**src/inc/dcc_map.vh**
```
// Register offsets, field positions and reset values of the dual comparator control
`ifndef DCC_MAP_VH
`define DCC_MAP_VH

`define DCC_B_CTRL_ADDR   8'h9A
`define DCC_A_CTRL_ADDR   8'h9B
`define DCC_B_MODE_ADDR   8'h9C
`define DCC_A_MODE_ADDR   8'h9D
`define DCC_B_MUX_ADDR    8'h9E
`define DCC_A_MUX_ADDR    8'h9F

`define DCC_CTRL_RST      8'h00
`define DCC_MODE_RST      8'h02
`define DCC_MUX_RST       8'h00

`define DCC_EN_BIT        7
`define DCC_OUT_BIT       6
`define DCC_RISE_BIT      5
`define DCC_FALL_BIT      4
`define DCC_HYP_HI        3
`define DCC_HYP_LO        2
`define DCC_HYN_HI        1
`define DCC_HYN_LO        0

`define DCC_RIE_BIT       5
`define DCC_FIE_BIT       4
`define DCC_MD_HI         1
`define DCC_MD_LO         0

`define DCC_NSEL_HI       5
`define DCC_NSEL_LO       4
`define DCC_PSEL_HI       1
`define DCC_PSEL_LO       0

`define DCC_MODE_MASK     8'h33
`define DCC_MUX_MASK      8'h33

`endif

```
**src/design/dcc_top.v**
```verilog
// Control and status logic for two programmable voltage comparators
`timescale 1ns/1ns
// How it works
// - Two identical channels; only channel A drives system reset.
// - Registered output plus raw analog output.
// - Disabled channel drives its pin output low.
// - Falling edge sets fall flag; rising sets rise.
// - Edge flags stay set until software clears.
// - Mode bits 5,4 enable rise/fall interrupts.
// - Control bit 6 shows positive above negative.
// - Control bit 7 enables or disables comparator.
// - Control bits 3-2 select positive hysteresis.
// - Control bits 1-0 select negative hysteresis.
// - Mode field selects response time, reset 02.
// - Channel A positive select drives pin mux.
// - Channel A negative select bits 5-4.
// - Channel B positive select bits 1-0.
// - Channel B negative select bits 5-4.
// - Channel A output feeds system reset logic.
`include "dcc_map.vh"

module dcc_top
(
	input  wire       clk_sys,
	input  wire       rst_n,
	input  wire [7:0] sfr_addr,
	input  wire [7:0] sfr_wdata,
	input  wire       sfr_wr,
	input  wire       sfr_rd,
	output reg  [7:0] sfr_rdata,
	input  wire       cmp_a_core_out,
	input  wire       cmp_b_core_out,
	output wire       cmp_a_enable,
	output wire       cmp_b_enable,
	output wire [1:0] cmp_a_pos_hyst_sel,
	output wire [1:0] cmp_a_neg_hyst_sel,
	output wire [1:0] cmp_b_pos_hyst_sel,
	output wire [1:0] cmp_b_neg_hyst_sel,
	output wire [1:0] cmp_a_response_mode,
	output wire [1:0] cmp_b_response_mode,
	output wire [1:0] a_pos_input_sel,
	output wire [1:0] a_neg_input_sel,
	output wire [1:0] b_pos_input_sel,
	output wire [1:0] b_neg_input_sel,
	output wire       cmp_a_latched_out,
	output wire       cmp_b_latched_out,
	output wire       cmp_a_raw_out,
	output wire       cmp_b_raw_out,
	output wire       cmp_a_reset_src,
	output wire       cmp_a_irq,
	output wire       cmp_b_irq
);

////////////////////////////////////////////////////////////////////////////////
// Registers

reg  [7:0] a_ctrl_q;
reg  [7:0] b_ctrl_q;
reg  [7:0] a_mode_q;
reg  [7:0] b_mode_q;
reg  [7:0] a_mux_q;
reg  [7:0] b_mux_q;
reg        a_rise_q;
reg        a_fall_q;
reg        b_rise_q;
reg        b_fall_q;
reg  [2:0] a_sync_q;
reg  [2:0] b_sync_q;
reg        a_rise_d;
reg        a_fall_d;
reg        b_rise_d;
reg        b_fall_d;

wire       a_en;
wire       b_en;
wire       a_state;
wire       b_state;
wire       a_rise_ev;
wire       a_fall_ev;
wire       b_rise_ev;
wire       b_fall_ev;
wire       wr_a_ctrl;
wire       wr_b_ctrl;

////////////////////////////////////////////////////////////////////////////////
// Flag update: hardware set wins over software clear

function flag_next;
	input cur;
	input set_ev;
	input wr;
	input wbit;
	begin
		if (set_ev)
			flag_next = 1'b1;
		else if (wr)
			flag_next = wbit;
		else
			flag_next = cur;
	end
endfunction

assign wr_a_ctrl = sfr_wr && (sfr_addr == `DCC_A_CTRL_ADDR);
assign wr_b_ctrl = sfr_wr && (sfr_addr == `DCC_B_CTRL_ADDR);

assign a_en = a_ctrl_q[`DCC_EN_BIT];
assign b_en = b_ctrl_q[`DCC_EN_BIT];

////////////////////////////////////////////////////////////////////////////////
// Synchronisers and edge detection; stage 0 is read only by stage 1

always @(posedge clk_sys)
begin
	if (!rst_n)
	begin
		a_sync_q <= 3'h0;
		b_sync_q <= 3'h0;
	end
	else
	begin
		a_sync_q <= {a_sync_q[1:0], cmp_a_core_out & a_en};
		b_sync_q <= {b_sync_q[1:0], cmp_b_core_out & b_en};
	end
end

assign a_state   = a_sync_q[1];
assign b_state   = b_sync_q[1];
assign a_rise_ev = a_sync_q[1] & ~a_sync_q[2];
assign a_fall_ev = ~a_sync_q[1] & a_sync_q[2];
assign b_rise_ev = b_sync_q[1] & ~b_sync_q[2];
assign b_fall_ev = ~b_sync_q[1] & b_sync_q[2];

always @*
begin
	a_rise_d = flag_next(a_rise_q, a_rise_ev, wr_a_ctrl, sfr_wdata[`DCC_RISE_BIT]);
	a_fall_d = flag_next(a_fall_q, a_fall_ev, wr_a_ctrl, sfr_wdata[`DCC_FALL_BIT]);
	b_rise_d = flag_next(b_rise_q, b_rise_ev, wr_b_ctrl, sfr_wdata[`DCC_RISE_BIT]);
	b_fall_d = flag_next(b_fall_q, b_fall_ev, wr_b_ctrl, sfr_wdata[`DCC_FALL_BIT]);
end

////////////////////////////////////////////////////////////////////////////////
// Register writes

always @(posedge clk_sys)
begin
	if (!rst_n)
	begin
		a_ctrl_q <= `DCC_CTRL_RST;
		b_ctrl_q <= `DCC_CTRL_RST;
		a_mode_q <= `DCC_MODE_RST;
		b_mode_q <= `DCC_MODE_RST;
		a_mux_q  <= `DCC_MUX_RST;
		b_mux_q  <= `DCC_MUX_RST;
		a_rise_q <= 1'b0;
		a_fall_q <= 1'b0;
		b_rise_q <= 1'b0;
		b_fall_q <= 1'b0;
	end
	else
	begin
		a_rise_q <= a_rise_d;
		a_fall_q <= a_fall_d;
		b_rise_q <= b_rise_d;
		b_fall_q <= b_fall_d;
		// Only enable and hysteresis are stored here; status bits live apart
		if (wr_a_ctrl)
			a_ctrl_q <= sfr_wdata & 8'h8F;
		if (wr_b_ctrl)
			b_ctrl_q <= sfr_wdata & 8'h8F;
		if (sfr_wr && (sfr_addr == `DCC_A_MODE_ADDR))
			a_mode_q <= sfr_wdata & `DCC_MODE_MASK;
		if (sfr_wr && (sfr_addr == `DCC_B_MODE_ADDR))
			b_mode_q <= sfr_wdata & `DCC_MODE_MASK;
		if (sfr_wr && (sfr_addr == `DCC_A_MUX_ADDR))
			a_mux_q <= sfr_wdata & `DCC_MUX_MASK;
		if (sfr_wr && (sfr_addr == `DCC_B_MUX_ADDR))
			b_mux_q <= sfr_wdata & `DCC_MUX_MASK;
	end
end

////////////////////////////////////////////////////////////////////////////////
// Read data is registered; unmapped addresses read zero

always @(posedge clk_sys)
begin
	if (!rst_n)
		sfr_rdata <= 8'h00;
	else if (sfr_rd)
	begin
		if (sfr_addr == `DCC_A_CTRL_ADDR)
			sfr_rdata <= {a_en, a_state, a_rise_q, a_fall_q, a_ctrl_q[3:0]};
		else if (sfr_addr == `DCC_B_CTRL_ADDR)
			sfr_rdata <= {b_en, b_state, b_rise_q, b_fall_q, b_ctrl_q[3:0]};
		else if (sfr_addr == `DCC_A_MODE_ADDR)
			sfr_rdata <= a_mode_q;
		else if (sfr_addr == `DCC_B_MODE_ADDR)
			sfr_rdata <= b_mode_q;
		else if (sfr_addr == `DCC_A_MUX_ADDR)
			sfr_rdata <= a_mux_q;
		else if (sfr_addr == `DCC_B_MUX_ADDR)
			sfr_rdata <= b_mux_q;
		else
			sfr_rdata <= 8'h00;
	end
end

////////////////////////////////////////////////////////////////////////////////
// Analog core controls and outputs

assign cmp_a_enable        = a_en;
assign cmp_b_enable        = b_en;
assign cmp_a_pos_hyst_sel  = a_ctrl_q[`DCC_HYP_HI:`DCC_HYP_LO];
assign cmp_a_neg_hyst_sel  = a_ctrl_q[`DCC_HYN_HI:`DCC_HYN_LO];
assign cmp_b_pos_hyst_sel  = b_ctrl_q[`DCC_HYP_HI:`DCC_HYP_LO];
assign cmp_b_neg_hyst_sel  = b_ctrl_q[`DCC_HYN_HI:`DCC_HYN_LO];
assign cmp_a_response_mode = a_mode_q[`DCC_MD_HI:`DCC_MD_LO];
assign cmp_b_response_mode = b_mode_q[`DCC_MD_HI:`DCC_MD_LO];
assign a_pos_input_sel     = a_mux_q[`DCC_PSEL_HI:`DCC_PSEL_LO];
assign a_neg_input_sel     = a_mux_q[`DCC_NSEL_HI:`DCC_NSEL_LO];
assign b_pos_input_sel     = b_mux_q[`DCC_PSEL_HI:`DCC_PSEL_LO];
assign b_neg_input_sel     = b_mux_q[`DCC_NSEL_HI:`DCC_NSEL_LO];

// Latched output comes from flops; raw output needs no clock so it can run in stop mode
assign cmp_a_latched_out = a_state;
assign cmp_b_latched_out = b_state;
assign cmp_a_raw_out     = cmp_a_core_out & a_en;
assign cmp_b_raw_out     = cmp_b_core_out & b_en;
assign cmp_a_reset_src   = cmp_a_raw_out;

assign cmp_a_irq = (a_rise_q & a_mode_q[`DCC_RIE_BIT]) | (a_fall_q & a_mode_q[`DCC_FIE_BIT]);
assign cmp_b_irq = (b_rise_q & b_mode_q[`DCC_RIE_BIT]) | (b_fall_q & b_mode_q[`DCC_FIE_BIT]);

endmodule

```
**config.mk**
```make
export PLATFORM = sky130hd
export DESIGN_NAME = dcc_top
export DESIGN_NICKNAME = d
export VERILOG_FILES = /design/src/design/dcc_top.v
export VERILOG_INCLUDE_DIRS = /design/src /design/src/inc
export SDC_FILE = /design/constraint.sdc
export NUM_CORES = 1
export LEC_CHECK = 0
export BUFFER_PORTS_ARGS = -buffer_cell sky130_fd_sc_hd__buf_2
export CAP_MARGIN = 40
export CORE_ASPECT_RATIO = 0.8
export CORE_MARGIN = 2
export CORE_UTILIZATION = 55
export DETAILED_ROUTE_END_ITERATION = 10
export PLACE_DENSITY = 0.84
export SYNTH_ARGS = -nofsm -noshare
export SYNTH_HDL_FRONTEND = slang
export SYNTH_SLANG_ARGS = --single-unit
export TNS_END_PERCENT = 1
```
**constraint.sdc**
```tcl
create_clock -name clk_sys -period 4.6 [get_ports clk_sys]
set_clock_uncertainty 0.2 [all_clocks]
set_input_delay 0.92 -clock clk_sys [delete_from_list [all_inputs] [get_ports clk_sys]]
set_output_delay 0.92 -clock clk_sys [all_outputs]
set_load 0.01 [all_outputs]
```
==> results.md, run 1 <==
* Status: finished clean
* Pre-antenna DRT Iters at 4
* Crit path time final at 2.61 ns
* Starting Density at roughly three fifths
* Final Worst Setup Slack at ~2 ns
* Main combinational cell family by area after synthesis: simple AND/OR/NAND/NOR gates
* Cell taking the most area after synthesis: dfxtp_1
* Vias in the first global route at ~1.5k
* Area grow syn2layout at 15.3%
* CTS H-tree lvls at 2
* Highest clock rate at approximately 0.38 GHz
* PortBufs at 57
* Leak pwr at about 1.1 nW
* Final Max Slew Viols at 0
* Post-synthesis xor/xnor area fraction at 0%
* Final hold violations at 0
* Largest stage delay on the critical path at between 0.8 and 0.9 ns
* Top-count cell post-synth: dfxtp_1
* TritonCTS Sinks at 44
* Adder-cell share of the synthesized area at 0%
* Layout Nets at around 270
* PostCTS Resize Cnt at 0
* # hold bufs at CTS at 0
* RSZ-0062 raised after global routing: no
* # diodes at 0
* Largest buffer count on any clock path at 2
* Synth area leaders: dfxtp_1 42%, mux2i_1 14%, nor2b_1 7.2%
* GR Util All Layers at a little over a fifth
* P per Cell Area at roughly 270 nW/um^2
* R2r worst-path depth at 4
* Num CTS Buffers at 5
* DRC at 0
* Drt via density at 5.53
* Slew HR at about three fifths
* Critical-path cell list: buf_2, nand3b_1, or4_1, mux2i_1, nand2_1
* Share of cells above drive strength 1 at 31.7%
* Register area share after synthesis at roughly 42%
* Wire per inst at about 15 um
* Hold Crit Depth at 1
* Prevailing post-synth register cell: dfxtp_1
* Slowest cell on crit path: or4_1
* VDD IR-drop max at between 0.00015 and 0.0002 V
* First-pass GRT wire length at 6.97 mm
* Worst EP required at ~4.6 ns
* Power, Total at approximately 0.66 mW
* Initial antenna violation count at 0
* GP Congestion at approximately 0.75
* Cell area after layout at roughly 2400 um^2
* Multiplexer area fraction after synthesis at 21.4%
* First DRT Iteration DRCs at 99
* Post-place setup slack at approximately 1.7 ns
* Critical path peak fanout at 11
* WS Path Type: in2reg
* Post-synthesis cell type count at 33
* Average size of a mapped cell at around 10 um^2
* Final Routed Wirelength at around 4.4 mm
* Number of max-cap violations at 0
* Async SR Flop Fraction at 0%
* TritonCTS clock tree: built
* Startpoint Class: primary input
* Clk slew on worst S/H paths at ~0.080 ns
* Number of synthesized flops with an enable pin at 0
* Via count at roughly 1.6k
* Antenna-violating nets left at 0
* Synth Area in Compound Gates at under 10%
* Top cells by count, synth: 44 x dfxtp_1, 30 x mux2i_1, 24 x nor2b_1, 12 x nand2b_1, 8 x nand2_1
* Worst EP arrival at approximately 2.6 ns
* Core area at between 3000 and 4000 um^2
* Num rows at 19
* Setup TNS at 0 ns
* CTS Root Cell: clkbuf_8
* Filler instances at 273
* DP Area at about 2300 um^2
* Syn nets at 221
* Synthesized cell area at 2080 um^2
* Largest net degree at the start of global routing at 45
* Period utilization at between 50% and 60%
* Simple-Gate Fraction of Synth Area at approximately a quarter
* DIE WIDTH at about 73 um
* Yosys warning count at 0
* Crit. End Element: flop
* Worst-Skew Late Latency at just under 0.3 ns
* Die footprint at 4300 um^2
* Yosys reg bits at between 40 and 50
* Post-CTS setup repair buffer count at 0
* Setup violators final at 0
* HPWL after DPL at about 3.1 mm
* Post-synthesis cell count at 199
* Hold WC Path Type: reg2reg
* Worst slew pin tran at roughly 0.6 ns
* Synth top area share at around 42%
* Die Y at between 50 and 60 um
* Grt ovf at 0
* # IOs at 59
## worst paths after layout
check                            startpoint  slack (ns)      endpoint
worst max-delay path            sfr_addr[6]        1.99   a_mode_q[1]
worst min-delay path            a_sync_q[0]        0.24   a_sync_q[1]
worst max register to register  a_mode_q[1]        3.11  sfr_rdata[1]
worst min register to register  a_sync_q[0]        0.24   a_sync_q[1]
## cells by family after synthesis
family          Yosys count
mux                      39
flops                    44
compound gates           21
simple gates             77
buf+inv                  18
## per-layer routing
metal  up-vias  global-route usage (%)  wire, um
li1        792                       -         -
met5         -                       0         0
met2        45                    33.2      1960
met4         0                    5.03        17
met3         2                    5.61       241
met1       755                    29.7      2140
## sequential cells by signal, indices dropped and copies added, names as in the netlist, 3 cells and up
register / cells
b_sync_q: 3
a_sync_q: 3
a_mode_q: 4
b_mux_q: 4
b_mode_q: 4
a_ctrl_q: 5
sfr_rdata: 8
b_ctrl_q: 5
a_mux_q: 4
## critical path: cells and delay by family
kind	cells	cell delay [ns]
simple gates	3	1.33
mux	1	0.20
buf+inv	1	0.10
## power breakdown
part	switching (mW)	leakage (nW)	internal, mW
Clock	0.125	0.0410	0.103
Sequential	0.000469	0.354	0.381
Combinational	0.0254	0.683	0.0200
Total	0.150	1.08	0.505
## cell usage in the layout (no fill, tap or decap), drive strengths merged, types with 7 or more instances in the layout
| cell | count |
|---|---|
| nand2 | 8 |
| mux2i | 30 |
| nor2b | 24 |
| o21ai | 7 |
| nand2b | 12 |
| buf | 57 |
| dfxtp | 44 |
| a21boi | 8 |
## stage by stage
| stage | util (%) | cells | hold WS, ns |
|---|---|---|---|
| final | 68.3 | 288 | 0.239 |
| after floorplan | - | 199 | 0.212 |
| after global placement | 66.1 | 281 | 0.213 |
| after CTS | 68.3 | 288 | 0.241 |
| after global routing | 68.3 | 288 | 0.250 |
| after detailed placement | 66.1 | 281 | 0.223 |
## layout make-up
type	instances	area, um^2	area share, %
multi-input cells	137	1100	45.9
flip-flops and latches	44	881	36.7
repair buffers	57	285	11.9
clock buffers	6	72.6	3.02
well taps	42	52.6	2.19
clock inverters	1	5.00	0.208
inverters	1	3.75	0.156
(Power assumes the default switching activity.)
==> run 2: changes to the inputs <==
--- a/config.mk
+++ b/config.mk
@@ -10,9 +10,9 @@
 export CAP_MARGIN = 40
 export CORE_ASPECT_RATIO = 0.8
 export CORE_MARGIN = 2
-export CORE_UTILIZATION = 55
+export CORE_UTILIZATION = 51
 export DETAILED_ROUTE_END_ITERATION = 10
-export PLACE_DENSITY = 0.84
+export PLACE_DENSITY = 0.78
 export SYNTH_ARGS = -nofsm -noshare
 export SYNTH_HDL_FRONTEND = slang
 export SYNTH_SLANG_ARGS = --single-unit
==> constraint.sdc (replaced) <==
create_clock -name clk_sys -period 2.6 [get_ports clk_sys]
set_clock_uncertainty 0.2 [all_clocks]
set_input_delay 0.52 -clock clk_sys [delete_from_list [all_inputs] [get_ports clk_sys]]
set_output_delay 0.52 -clock clk_sys [all_outputs]
set_load 0.01 [all_outputs]
==> results.md, run 2 (synthesis gave the netlist of run 1 again) <==
* Status: finished clean
* Share of cells above drive strength 1 at 33.2% (+1.5 points)
* Worst EP required at 2.59 ns (-1.97 ns)
* Drt via density at 5.19 (-6.2%)
* Inst Count DP at 297 (+5.7%)
* Largest buffer count on any clock path at 2 (unchanged)
* Worst slew pin tran at 0.533 ns (-0.0560 ns)
* Seq pwr share at 50.6% (-7.7 points)
* Post-CTS setup repair buffer count at 0 (unchanged)
* Largest registers: sfr_rdata x8, a_ctrl_q x5, b_ctrl_q x5
* Largest Register: sfr_rdata
* DP Area at 2360 um^2 (+1.7%)
* GP Congestion at 0.831 (+11%)
* Multi-input gate area at 1100 um^2 (unchanged)
* First-pass GRT wire length at 6.93 mm (-0.50%)
* Leak pwr at 1.12 nW (+3.5%)
* Highest clock rate at approximately 0.51 GHz
* DRC at 0 (unchanged)
* Die footprint at 4620 um^2 (+7.4%)
* HPWL after DPL at 3.09 mm (-0.75%)
* Core area at 3850 um^2 (+9.5%)
* Final std cells w/o fill at 305 (+5.9%)
* Slew HR at 64.3% (+3.6 points)
* Area grow syn2layout at 19.5%
* Final Routed Wirelength at 4.32 mm (-0.78%)
* M2 GR Usage at 30.8% (-2.4 points)
* Number of max-cap violations at 0 (unchanged)
* P per Cell Area at 536 nW/um^2 (+97%)
* VDD IR-drop max at 0.000284 V (+86%)
* Commonest non-fill, non-tap cell in the layout: buf_2
* TritonCTS Sinks at 44 (unchanged)
* CTS Root Cell: clkbuf_8
* # IOs at 59 (unchanged)
* Switching part of the total power at 21.2% (-1.8 points)
* First DRT Iteration DRCs at 76 (-23%)
* Num rows at 20 (+1)
* RSZ-0062 raised after global routing: no
* Vias in the first global route at 1,404 (-6.6%)
* GR Util All Layers at 20.5% (-0.76 points)
* Filler instances at 358 (+31%)
* Post-place setup slack at 0.328 ns (-1.39 ns)
* Num CTS Buffers at 5 (unchanged)
* Layout Nets at 271 (+1.1%)
* Starting Density at 54.1% (-5.2 points)
* WS Path Type: in2reg
* Startpoint Class: primary input
* DIE WIDTH at 75.5 um (+3.6%)
* Die Y at 61.2 um (+3.6%)
* Worst-Skew Late Latency at 0.30 ns (about the same)
* FF/Latch Area at 881 um^2 (unchanged)
* Most used routing layer in global routing: met2
* Setup violators final at 0 (unchanged)
* Clk slew on worst S/H paths at 0.08 ns (about the same)
* # hold bufs at CTS at 0 (unchanged)
* Met1 Usage GRT at 29.5% (-0.18 points)
* Largest net degree at the start of global routing at 36 (-20%)
* PortBufs at 57 (unchanged)
* TritonCTS clock tree: built
* Wire per inst at 14.2 um (-6.3%)
* Pre-antenna DRT Iters at 4 (unchanged)
* Final Max Slew Viols at 0 (unchanged)
* Crit path time final at between 1.5 and 2 ns
* # diodes at 0 (unchanged)
* Gate power share at 6.2% (-0.7 points)
* Largest register FFs at 8 (unchanged)
* Met3 Usage GRT at 4.91% (-0.70 points)
* Final hold violations at 0 (unchanged)
* Antenna-violating nets left at 0 (unchanged)
* Period utilization at 75.7%
* Net switching power at 0.283 mW (+88%)
* Clock power frac at 43.2% (+8.4 points)
* Most frequent cells in the layout: 57 x buf_2, 44 x dfxtp_1, 30 x mux2i_1
* Post-layout util at 64.6% (-3.7 points)
* Cell Int Power at 1.05 mW (+110%)
* Worst EP arrival at 1.96 ns (-0.60 ns)
* Crit. End Element: flop
* Cell area after layout at 2490 um^2 (+3.6%)
* Hold WC Path Type: reg2reg
* Grt ovf at 0 (unchanged)
* CTS H-tree lvls at 2 (unchanged)
* Via count at 1,584 (-0.63%)
* Initial antenna violation count at 0 (unchanged)
* Setup TNS at 0 ns (unchanged)
* Critical path peak fanout at 7 (-4)
* PostCTS Resize Cnt at 0 (unchanged)
* Final Worst Setup Slack at 0.631 ns (-1.36 ns)
run 2: worst max-delay path: stages:
cell and delay, ns:
buf_2 0.15, or3b_4 0.43, or3_1 0.54, mux2i_1 0.23, a21boi_1 0.08
run 2: layer usage:
metal  wire, um  up-vias
li1           -      791
met1       2140      740
met2       1870       46
met3        269        7
met4         44        0
met5          0        -
run 2: power groups by stage:
stage                     Clock [mW]  Sequential [mW]  Combinational, mW
after detailed placement           0            0.691             0.0822
after global placement             0            0.691             0.0818
after floorplan                    0            0.692             0.0479
after CTS                      0.585            0.675             0.0827
final                          0.577            0.675             0.0824
after global routing           0.614            0.676             0.0900
run 2: worst paths after layout:
check	start	endpoint	slack, ns	depth (start not counted)
setup / recovery	sfr_addr[2]	a_fall_q	0.63	5
hold / removal	b_sync_q[0]	b_sync_q[1]	0.24	1
setup reg to reg	a_mode_q[1]	sfr_rdata[1]	1.12	4
hold reg to reg	b_sync_q[0]	b_sync_q[1]	0.24	1
run 2: metrics by stage:
step           hold slack [ns]  total power [mW]
3_5_place_dp             0.223             0.774
3_3_place_gp             0.217             0.773
6_report                 0.238              1.33
2_1_floorplan            0.212             0.740
5_1_grt                  0.242              1.38
4_1_cts                  0.240              1.34
run 2: layout make-up:
cell class	count	share of cell area [%]
Tap cell	55	2.76
Clock buffer	7	3.87
Inverter	1	0.151
Multi-Input combinational cell	137	44.3
Sequential cell	44	35.4
Clock inverter	1	1.21
Timing Repair Buffer	60	12.4
